**config.mk**
```make
export PLATFORM = sky130hd
export DESIGN_NAME = exec_unit
export DESIGN_NICKNAME = d
export VERILOG_FILES = /design/src/exec_pkg.sv /design/src/cond_check.sv /design/src/mul_long.sv /design/src/exec_unit.sv
export SDC_FILE = /design/constraint.sdc
export NUM_CORES = 2
export LEC_CHECK = 0
export BUFFER_PORTS_ARGS = -buffer_cell sky130_fd_sc_hd__buf_2
export CORE_MARGIN = 2
export CORE_UTILIZATION = 25
export DETAILED_ROUTE_END_ITERATION = 7
export GPL_ROUTABILITY_DRIVEN = 0
export RECOVER_POWER = 25
export SLEW_MARGIN = 30
export SYNTH_ARGS = -nofsm -noshare
export SYNTH_HDL_FRONTEND = slang
export SYNTH_SLANG_ARGS = --single-unit
```
**constraint.sdc**
```tcl
create_clock -name clk_i -period 10.7 [get_ports clk_i]
set_input_delay 1.605 -clock clk_i [delete_from_list [all_inputs] [get_ports clk_i]]
set_output_delay 1.605 -clock clk_i [all_outputs]
set_load 0.01 [all_outputs]
```
**src/exec_pkg.sv**
```systemverilog
// Constants shared by the swap, test and long-multiply execution logic.
// Assumes a 32-bit instruction word and a 100 MHz core clock.
package exec_pkg;
    // Instruction field positions.
    localparam int COND_HI     = 31;
    localparam int COND_LO     = 28;
    localparam int IMM_BIT     = 25;
    localparam int BYTE_BIT    = 22;
    localparam int ACC_BIT     = 21;
    localparam int SET_BIT     = 20;
    // Decode patterns.
    localparam logic [4:0] SWAP_OP  = 5'h02;
    localparam logic [4:0] MULL_OP  = 5'h01;
    localparam logic [4:0] TEQ_OP   = 5'h13;
    localparam logic [4:0] TST_OP   = 5'h11;
    localparam logic [3:0] MUL_MARK = 4'h9;
    // Flag positions in the 4-bit flag vector {N,Z,C,V}.
    localparam int FLAG_N = 3;
    localparam int FLAG_Z = 2;
    localparam int FLAG_C = 1;
    localparam int FLAG_V = 0;
    // Register bus map (word byte addresses).
    localparam logic [3:0] ADDR_CTRL   = 4'h0;
    localparam logic [3:0] ADDR_STATUS = 4'h4;
    localparam logic [3:0] ADDR_IRQ    = 4'h8;
    localparam logic [3:0] ADDR_MASK   = 4'hC;
    // Reset values and event bit positions.
    localparam logic [31:0] CTRL_RESET = 32'h0000_0000;
    localparam logic [2:0]  MASK_RESET = 3'h0;
    localparam int EV_DONE  = 0;
    localparam int EV_ABORT = 1;
    localparam int EV_ALIGN = 2;
    // Multiplier: one cycle per active byte of the second multiplicand.
    localparam logic [2:0] MUL_STEPS = 3'h4;
    // Machine states.
    typedef enum logic [2:0] {
        ST_IDLE  = 3'b000,
        ST_LOAD  = 3'b001,
        ST_STORE = 3'b010,
        ST_MUL   = 3'b011,
        ST_DONE  = 3'b100
    } state_t;
endpackage

```
**src/cond_check.sv**
```systemverilog
// Condition field evaluator against the current flags.
// Assumes flags are given as {N,Z,C,V}.
`timescale 1ns/1ns
module cond_check
    import exec_pkg::*;
(
    // Inputs.
    input  wire logic [3:0] cond_i,
    input  wire logic [3:0] flags_i,
    // Result.
    output logic            pass_o
);
    logic n, z, c, v;
    assign n = flags_i[FLAG_N];
    assign z = flags_i[FLAG_Z];
    assign c = flags_i[FLAG_C];
    assign v = flags_i[FLAG_V];

    // Evaluates the sixteen condition codes; code 15 never passes.
    always_comb begin
        case (cond_i)
            4'h0: pass_o = z;
            4'h1: pass_o = !z;
            4'h2: pass_o = c;
            4'h3: pass_o = !c;
            4'h4: pass_o = n;
            4'h5: pass_o = !n;
            4'h6: pass_o = v;
            4'h7: pass_o = !v;
            4'h8: pass_o = c && !z;
            4'h9: pass_o = !c || z;
            4'hA: pass_o = n == v;
            4'hB: pass_o = n != v;
            4'hC: pass_o = !z && (n == v);
            4'hD: pass_o = z || (n != v);
            4'hE: pass_o = 1'b1;
            default: pass_o = 1'b0;
        endcase
    end
endmodule

```
**src/mul_long.sv**
```systemverilog
// Unsigned 32x32 multiplier, eight multiplicand bits a cycle,
// stopping early once the upper bytes are zero.
// Assumes start_i pulses only while the unit is idle.
`timescale 1ns/1ns
module mul_long
    import exec_pkg::*;
(
    // Clock and reset.
    input  wire logic        clk_i,
    input  wire logic        rst_i,
    // Operands.
    input  wire logic        start_i,
    input  wire logic [31:0] a_i,
    input  wire logic [31:0] b_i,
    // Result.
    output logic             done_o,
    output logic [63:0]      prod_o
);
    logic [31:0] a_r;
    logic [31:0] b_r;
    logic [2:0]  step_r;
    logic        busy_r;
    logic [39:0] part;

    assign part = a_r * b_r[7:0];

    // Shift-and-add, stopping when remaining multiplicand bits are zero.
    always_ff @(posedge clk_i) begin
        if (rst_i) begin
            a_r    <= 32'h0000_0000;
            b_r    <= 32'h0000_0000;
            step_r <= 3'h0;
            busy_r <= 1'b0;
            done_o <= 1'b0;
            prod_o <= 64'h0;
        end else begin
            done_o <= 1'b0;
            if (start_i) begin
                a_r    <= a_i;
                b_r    <= b_i;
                step_r <= 3'h0;
                busy_r <= 1'b1;
                prod_o <= 64'h0;
            end else if (busy_r) begin
                prod_o <= prod_o + ({24'h0, part} << (8 * step_r));
                b_r    <= b_r >> 8;
                step_r <= step_r + 3'h1;
                // Unsigned early stop judged on the second multiplicand.
                if (b_r[31:8] == 24'h0 || step_r == MUL_STEPS - 3'h1) begin
                    busy_r <= 1'b0;
                    done_o <= 1'b1;
                end
            end
        end
    end
endmodule

```
**src/exec_unit.sv**
```systemverilog
// Execution unit for word and byte swap, test equivalence, bit test and
// unsigned long multiply with optional accumulation.
// Assumes the register file answers reads combinationally and the memory
// port holds req until ack or abort; a Wishbone slave gives control and
// event status.
// Operation
// - Execute only when condition passes.
// - Word swap: load, store source, write loaded.
// - Rotate misaligned loaded word by address.
// - Abort on either access blocks destination write.
// - Alignment check raises exception on misaligned word.
// - Byte swap zero-extends loaded byte.
// - Swap decode pattern; bit 22 selects byte.
// - Test equivalence: XOR sets N and Z.
// - Test equivalence: carry from shifter, V kept.
// - Test equivalence decode pattern.
// - Bit test: AND updates flags only.
// - Bit test decode pattern.
// - Accumulate: low add carries into high.
// - Long multiply writes high and low halves.
// - Set-flags: N from high, Z both zero.
// - Long multiply decode; bit 21 accumulates.
// - Early termination judged on second multiplicand.
`timescale 1ns/1ns
module exec_unit
    import exec_pkg::*;
(
    // Clock and reset.
    input  wire logic        clk_i,
    input  wire logic        rst_i,
    // Instruction issue.
    input  wire logic        issue_i,
    input  wire logic [31:0] instr_i,
    input  wire logic [31:0] shifter_op_i,
    input  wire logic        shifter_carry_i,
    output logic             busy_o,
    // Register file reads and write.
    output logic [3:0]       rd_a_idx_o,
    output logic [3:0]       rd_b_idx_o,
    output logic [3:0]       rd_c_idx_o,
    output logic [3:0]       rd_d_idx_o,
    input  wire logic [31:0] rd_a_i,
    input  wire logic [31:0] rd_b_i,
    input  wire logic [31:0] rd_c_i,
    input  wire logic [31:0] rd_d_i,
    output logic             wr_en_o,
    output logic [3:0]       wr_idx_o,
    output logic [31:0]      wr_data_o,
    output logic             wr2_en_o,
    output logic [3:0]       wr2_idx_o,
    output logic [31:0]      wr2_data_o,
    // Condition flags {N,Z,C,V}.
    output logic [3:0]       flags_o,
    // Memory port.
    output logic             mem_req_o,
    output logic             mem_we_o,
    output logic             mem_byte_o,
    output logic             mem_lock_o,
    output logic [31:0]      mem_addr_o,
    output logic [31:0]      mem_wdata_o,
    input  wire logic        mem_ack_i,
    input  wire logic        mem_abort_i,
    input  wire logic [31:0] mem_rdata_i,
    output logic             align_exc_o,
    // Wishbone slave.
    input  wire logic        wb_cyc_i,
    input  wire logic        wb_stb_i,
    input  wire logic        wb_we_i,
    input  wire logic [3:0]  wb_adr_i,
    input  wire logic [3:0]  wb_sel_i,
    input  wire logic [31:0] wb_dat_i,
    output logic [31:0]      wb_dat_o,
    output logic             wb_ack_o,
    output logic             irq_o
);
    state_t      state_r;
    logic [31:0] ir_r;
    logic [31:0] addr_r;
    logic [31:0] src_r;
    logic [31:0] load_r;
    logic        abort_r;
    logic [31:0] ctrl_r;
    logic [2:0]  ev_r;
    logic [2:0]  mask_r;
    logic [2:0]  ev_set;
    logic        pass;
    logic        mul_start;
    logic        mul_done;
    logic [63:0] prod;
    logic [32:0] lo_sum;
    logic [31:0] hi_res;
    logic [31:0] lo_res;
    logic [31:0] logic_res;
    logic        wb_hit;
    logic        wb_wr;
    logic        misalign;

    // Decoders of the instruction classes.
    function automatic logic is_swap(input logic [31:0] i);
        return i[27:23] == SWAP_OP && i[21:20] == 2'b00
            && i[7:4] == MUL_MARK;
    endfunction
    function automatic logic is_mull(input logic [31:0] i);
        return i[27:23] == MULL_OP && !i[BYTE_BIT]
            && i[7:4] == MUL_MARK;
    endfunction
    function automatic logic is_teq(input logic [31:0] i);
        return i[27:26] == 2'b00 && i[24:20] == TEQ_OP
            && !(i[IMM_BIT] == 1'b0 && i[7] && i[4]);
    endfunction
    function automatic logic is_tst(input logic [31:0] i);
        return i[27:26] == 2'b00 && i[24:20] == TST_OP
            && !(i[IMM_BIT] == 1'b0 && i[7] && i[4]);
    endfunction

    cond_check u_cond (
        .cond_i  (instr_i[COND_HI:COND_LO]),
        .flags_i (flags_o),
        .pass_o  (pass)
    );

    mul_long u_mul (
        .clk_i   (clk_i),
        .rst_i   (rst_i),
        .start_i (mul_start),
        .a_i     (rd_d_i),
        .b_i     (rd_c_i),
        .done_o  (mul_done),
        .prod_o  (prod)
    );

    // Operand read ports: base/first source, source, second multiplicand,
    // and for multiplies the accumulating destinations.
    assign rd_a_idx_o = instr_i[19:16];
    assign rd_b_idx_o = instr_i[15:12];
    assign rd_c_idx_o = instr_i[11:8];
    assign rd_d_idx_o = instr_i[3:0];

    assign mul_start = issue_i && state_r == ST_IDLE && pass
                     && is_mull(instr_i);
    assign logic_res = instr_i[21] ? rd_a_i ^ shifter_op_i
                                   : rd_a_i & shifter_op_i;
    assign misalign  = ctrl_r[0] && !instr_i[BYTE_BIT] && rd_a_i[1:0] != 2'h0;

    // Accumulation carries the low-half carry into the high half.
    assign lo_sum = {1'b0, prod[31:0]}
                  + (ir_r[ACC_BIT] ? {1'b0, src_r} : 33'h0);
    assign lo_res = lo_sum[31:0];
    assign hi_res = prod[63:32] + (ir_r[ACC_BIT] ? addr_r : 32'h0)
                  + {31'h0, lo_sum[32]};

    assign ev_set[EV_DONE]  = state_r == ST_DONE;
    assign ev_set[EV_ABORT] = (state_r == ST_LOAD || state_r == ST_STORE)
                            && mem_abort_i;
    assign ev_set[EV_ALIGN] = align_exc_o;

    // Sequencer for swaps and multiplies; flag-only ops finish at issue.
    always_ff @(posedge clk_i) begin
        if (rst_i) begin
            state_r <= ST_IDLE;
            ir_r    <= 32'h0000_0000;
            addr_r  <= 32'h0000_0000;
            src_r   <= 32'h0000_0000;
            load_r  <= 32'h0000_0000;
            abort_r <= 1'b0;
        end else begin
            case (state_r)
                ST_IDLE: begin
                    if (issue_i && pass) begin
                        ir_r    <= instr_i;
                        abort_r <= 1'b0;
                        if (is_swap(instr_i)) begin
                            addr_r <= rd_a_i;
                            src_r  <= rd_d_i;
                            if (!misalign) begin
                                state_r <= ST_LOAD;
                            end
                        end else if (is_mull(instr_i)) begin
                            addr_r  <= rd_a_i; // High destination.
                            src_r   <= rd_b_i; // Low destination.
                            state_r <= ST_MUL;
                        end
                    end
                end
                ST_LOAD: begin
                    if (mem_ack_i || mem_abort_i) begin
                        load_r  <= mem_rdata_i;
                        abort_r <= mem_abort_i;
                        state_r <= ST_STORE;
                    end
                end
                ST_STORE: begin
                    if (mem_ack_i || mem_abort_i) begin
                        abort_r <= abort_r || mem_abort_i;
                        state_r <= ST_DONE;
                    end
                end
                ST_MUL: begin
                    if (mul_done) begin
                        state_r <= ST_DONE;
                    end
                end
                ST_DONE: state_r <= ST_IDLE;
                default: state_r <= ST_IDLE;
            endcase
        end
    end

    // Memory port with lock across the load and store of a swap.
    always_ff @(posedge clk_i) begin
        if (rst_i) begin
            mem_req_o   <= 1'b0;
            mem_we_o    <= 1'b0;
            mem_byte_o  <= 1'b0;
            mem_lock_o  <= 1'b0;
            mem_addr_o  <= 32'h0000_0000;
            mem_wdata_o <= 32'h0000_0000;
        end else begin
            if (state_r == ST_IDLE && issue_i && pass && is_swap(instr_i)
                && !misalign) begin
                mem_req_o  <= 1'b1;
                mem_we_o   <= 1'b0;
                mem_lock_o <= 1'b1;
                mem_byte_o <= instr_i[BYTE_BIT];
                mem_addr_o <= rd_a_i;
            end else if (state_r == ST_LOAD
                         && (mem_ack_i || mem_abort_i)) begin
                mem_we_o    <= 1'b1;
                mem_wdata_o <= mem_byte_o ? {24'h0, src_r[7:0]}
                                          : src_r;
            end else if (state_r == ST_STORE
                         && (mem_ack_i || mem_abort_i)) begin
                mem_req_o  <= 1'b0;
                mem_we_o   <= 1'b0;
                mem_lock_o <= 1'b0;
            end
        end
    end

    // Destination writes for swaps and long multiplies.
    always_ff @(posedge clk_i) begin
        if (rst_i) begin
            wr_en_o    <= 1'b0;
            wr_idx_o   <= 4'h0;
            wr_data_o  <= 32'h0000_0000;
            wr2_en_o   <= 1'b0;
            wr2_idx_o  <= 4'h0;
            wr2_data_o <= 32'h0000_0000;
        end else begin
            wr_en_o  <= 1'b0;
            wr2_en_o <= 1'b0;
            if (state_r == ST_STORE && (mem_ack_i || mem_abort_i)) begin
                wr_en_o  <= !(abort_r || mem_abort_i);
                wr_idx_o <= ir_r[15:12];
                if (mem_byte_o) begin
                    wr_data_o <= {24'h0, load_r[7:0]};
                end else begin
                    wr_data_o <= (load_r >> (8 * addr_r[1:0]))
                               | (load_r << (32 - 8 * addr_r[1:0]));
                end
            end else if (state_r == ST_MUL && mul_done) begin
                wr_en_o    <= 1'b1;
                wr_idx_o   <= ir_r[19:16];
                wr_data_o  <= hi_res;
                wr2_en_o   <= 1'b1;
                wr2_idx_o  <= ir_r[15:12];
                wr2_data_o <= lo_res;
            end
        end
    end

    // Condition flags for the test and long multiply forms.
    always_ff @(posedge clk_i) begin
        if (rst_i) begin
            flags_o <= 4'h0;
        end else if (state_r == ST_IDLE && issue_i && pass
                     && (is_teq(instr_i) || is_tst(instr_i))) begin
            flags_o[FLAG_N] <= logic_res[31];
            flags_o[FLAG_Z] <= logic_res == 32'h0;
            flags_o[FLAG_C] <= shifter_carry_i;
        end else if (state_r == ST_MUL && mul_done && ir_r[SET_BIT]) begin
            flags_o[FLAG_N] <= hi_res[31];
            flags_o[FLAG_Z] <= hi_res == 32'h0 && lo_res == 32'h0;
        end
    end

    // Alignment exception pulse and busy indication.
    always_ff @(posedge clk_i) begin
        if (rst_i) begin
            align_exc_o <= 1'b0;
            busy_o      <= 1'b0;
        end else begin
            align_exc_o <= state_r == ST_IDLE && issue_i && pass
                         && is_swap(instr_i) && misalign;
            busy_o <= state_r != ST_IDLE || (issue_i && pass
                      && (is_swap(instr_i) || is_mull(instr_i)));
        end
    end

    assign wb_hit = wb_cyc_i && wb_stb_i && !wb_ack_o;
    assign wb_wr  = wb_hit && wb_we_i && wb_sel_i[0];

    // Control, events and mask; an event beats a clearing write.
    always_ff @(posedge clk_i) begin
        if (rst_i) begin
            ctrl_r <= CTRL_RESET;
            ev_r   <= 3'h0;
            mask_r <= MASK_RESET;
        end else begin
            if (wb_wr && wb_adr_i == ADDR_CTRL) begin
                ctrl_r[7:0] <= wb_dat_i[7:0];
            end
            if (wb_wr && wb_adr_i == ADDR_MASK) begin
                mask_r <= wb_dat_i[2:0];
            end
            if (wb_wr && wb_adr_i == ADDR_IRQ) begin
                ev_r <= (ev_r & ~wb_dat_i[2:0]) | ev_set;
            end else begin
                ev_r <= ev_r | ev_set;
            end
        end
    end

    // Wishbone answer one cycle after the strobe, and interrupt line.
    always_ff @(posedge clk_i) begin
        if (rst_i) begin
            wb_ack_o <= 1'b0;
            wb_dat_o <= 32'h0000_0000;
            irq_o    <= 1'b0;
        end else begin
            wb_ack_o <= wb_hit;
            irq_o    <= |(ev_r & mask_r);
            case (wb_adr_i)
                ADDR_CTRL:   wb_dat_o <= ctrl_r;
                ADDR_STATUS: wb_dat_o <= {24'h0, flags_o, 1'b0, state_r};
                ADDR_IRQ:    wb_dat_o <= {29'h0, ev_r};
                ADDR_MASK:   wb_dat_o <= {29'h0, mask_r};
                default:     wb_dat_o <= 32'h0000_0000;
            endcase
        end
    end
endmodule

```
==> flow_metrics.py <==
metrics = {
    "place": {
        "dp.final_hpwl_mm": 95.2,
        "placement.setup.worst_slack_ns": 1.00,
        "i_o_buffers": 402,
        "detailed_place.area_sq_um": 36900,
        "dp.cells": 6193,
    },
    "logic_synthesis": {
        "syn-cell-area_sq_um": 33500,
        "yosys_most_used_dff": "dfxtp_1",
        "sequential_to_total_area_share_from_yosys_stat": 0.247,
        "synth-edff-count": 0,
        "synth_area_per_cell_sq_um": 7.86,
        "synth.distinct_cells": 81,
        "postSynth.asyncResetShare": 0,
        "post_synth_inst_count": 4257,
        "number_of_register_bits_inferred_by_synthesis": 413,
        "yosysWarnings": 0,
    },
    "sta": {
        "skew_ns": 0.0292,
        "grt_setup_unrepaired": "false",
        "holdWs_ns": 0.450,
        "post-route-worst-setup-slack_ns": 0.701,
        "period_share": 0.934,
        "setup_viol": 0,
        "hold_viol_final": 0,
        "layout_min_cycle_time_ns": 10.0,
        "timing.final.max_slew_violations": 191,
        "totalNegativeSetupSlack_ns": 0,
        "timing.max_slew.rel_slack": -1.08,
        "achievable-frequency_ghz": 0.100,
        "worst_tran_pin_value_ns": 3.12,
    },
    "global_route": {
        "antenna_found_initial": 4,
        "grt_residual_overflow": 0,
        "grt_pass1_wl_mm": 182,
        "first_global_vias": 30063,
        "gr-usage-all-layers": 0.169,
        "grt_max_degree": 211,
    },
    "power": {
        "p_per_area_nw_per_um2": 90.2,
        "peakVddDrop_v": 0.000110,
        "p_leak_nw": 16.5,
    },
    "critical_path": {
        "crit_path_max_fanout": 16,
        "crit_family": "compound AO/OA/AOI/OAI gates",
        "endpoint_kind_of_the_worst_setup_timing_path": "register",
        "r2r.worst_path.cells": 33,
        "timing.reg2reg.setup_slack_ns": 0.70,
        "worst_r2r_startpoint": "u_mul.b_r[2]",
        "cell_with_the_biggest_individual_delay_on_the_critical_path": "dfxtp_1",
        "crit_start_category": "register",
        "critPathRequiredTime_ns": 11.18,
        "crit_startpoint": "u_mul.b_r[2]",
        "cp.arrival_ns": 10.48,
        "endpoint": "u_mul.prod_o[63]",
        "setup.worst_path.class": "register to register",
        "cp_num_cells": 33,
        "cp_common_cell": "fa_1",
        "worst_flop_to_flop_path_endpoint": "u_mul.prod_o[63]",
        "worst-path-buf-inv": 3,
        "cpPeakStageDelay_ns": 0.73,
    },
    "final_layout": {
        "layout.cells.non_filler": 6289,
        "num-nets-final": 5156,
        "share_of_post_route_cells_with_drive_strength_above_1": 0.112,
        "stdcell_area_sq_um": 38500,
        "layout_commonest_cell": "nand2_1",
        "syn_to_final_growth_pct": 15.1,
        "final_cell_mix": "670 x nand2_1, 429 x a21oi_1, 412 x dfxtp_1",
    },
    "floorplan": {
        "initial_core_util": 0.251,
        "die-width_um": 370,
        "ioPinCount": 471,
        "row_count": 134,
        "die_height_um": 370,
        "core_region_area_sq_um": 133000,
        "fp.dieArea_sq_um": 137000,
    },
    "routing": {
        "drt_pre_antenna_iters": 6,
        "wirelength_mm": 121,
        "post_dr_wirelength_cell_um": 19.2,
        "dr_total_vias": 31817,
        "initialDrtViolationCount": 3095,
        "postRouteAntennaNets": 0,
        "drc_errors": 0,
        "routed_via_density": 5.06,
    },
    "status": {
        "outcome": "complete, but fails checks",
        "violated_checks": "max-capacitance violations, max-slew violations",
    },
    "cts": {
        "cts_made_buffers": 50,
        "tritoncts_num_sinks": 413,
        "clock_transition_time_at_the_flip_flop_clock_pins_of_the_worst_setup_and_hold_paths_ns": 0.06,
        "cts.hold.buffers_added": 0,
        "post_cts.resized_instances": 0,
        "tritoncts": "done",
        "htree_levels": 2,
        "postCtsSetupRepairBufs": 0,
        "cts_root_buffer": "clkbuf_16",
        "clk_path_buf_depth": 3,
        "clk_latency_ns": 0.63,
    },
    "min_path": {
        "worstHoldPathType": "register to register",
    },
    "flow_run": {
        "maxcap_violations": 3,
    },
}
## worst min-delay path by stage
stage / from / end / depth (start not counted) / slack [ns]
2_1_floorplan: addr_r[10] / addr_r[10] / 2 / 0.43
3_3_place_gp: wb_ack_o / wb_ack_o / 1 / 0.43
3_5_place_dp: wb_ack_o / wb_ack_o / 1 / 0.44
4_1_cts: wb_ack_o / wb_ack_o / 1 / 0.45
5_1_grt: wb_ack_o / wb_ack_o / 1 / 0.47
6_report: wr2_data_o[25] / wr2_data_o[25] / 2 / 0.45
## metal layers
metal | track usage | up-vias | share of wire
li1 | - | 15058 | -
met1 | 0.233 | 15221 | 0.44
met2 | 0.262 | 1306 | 0.45
met3 | 0.0287 | 230 | 0.078
met4 | 0.0609 | 2 | 0.038
met5 | 0 | - | 0.00011
## layout make-up
type,count,area (sq um)
timing repair buffer,444,2260
sequential,413,8270
clock inverter,33,374
antenna,1,2.50
tap,1768,2210
multi-input combinational,3361,23300
inverter,209,785
clock buffer,60,1330
fill,14450,94600
## cell usage after synthesis (all sizes together) (24+ instances only)
library cell	n	area [sq um]
a221oi	24	210
a21oi	430	2160
nand2b	30	188
xor2	64	561
ha	220	2750
a211oi	55	413
a21o	87	653
inv	207	777
xnor2	86	753
nand3	74	370
a22oi	33	248
fa	184	3680
nor3	40	200
clkbuf	236	886
nor4	33	206
o21ai	141	706
buf	62	390
nand4	34	213
nand2	673	2530
mux2i	121	1210
a311oi	39	342
dfxtp	413	8270
and2	288	1800
and3	24	150
nor2	342	1280
o22ai	24	150
## cell families (layout without fill, tap and decap cells)
logic type | Yosys count | after routing | share of synthesized area
AO/OA/AOI/OAI | 1024 | 1024 | 0.193
AND/OR/NAND/NOR | 1620 | 1620 | 0.225
multiplexers | 138 | 138 | 0.0419
XOR/XNOR | 150 | 150 | 0.0392
buffers and inverters | 507 | 746 | 0.0616
adder cells (fa/ha/maj) | 404 | 404 | 0.192
other | 1 | 26 | 0.000112
flip-flops | 413 | 413 | 0.247
## worst reg2reg max path: cells and delay by family, from the launching register on
family                     cells  cell delay [ns]
AOI/OAI and AO/OA             19             5.15
xor gates and xnor gates       2             0.53
adders and majority gates      6             2.82
buffers and inverters          3             0.15
DFF                            1             0.73
muxes                          1             0.18
and+or+nand+nor                2             0.31
## power breakdown
group / switching (W) / internal (W)
combinational: 0.0000919 / 0.0000522
clock: 0.000766 / 0.00102
sequential: 0.00000237 / 0.00154
## stage by stage
step,power (W),util
after floorplan,0.00165,-
after global placement,0.00172,0.277
after detailed placement,0.00172,0.277
after CTS,0.00351,0.290
after global routing,0.00357,0.289
final,0.00348,0.289
## flip-flops by register name (all words and copies together), names as in the netlist, 4 cells and up
register and count:
wb_dat_o 8, wr_idx_o 4, src_r 32, ctrl_r 8, u_mul.prod_o 64, ir_r 10
u_mul.b_r 32, mem_addr_o 32, wr_data_o 32, wr2_data_o 32, mem_wdata_o 32, wr2_idx_o 4
addr_r 32, u_mul.a_r 32, load_r 32
No activity file was read; power rests on OpenSTA's default activity.
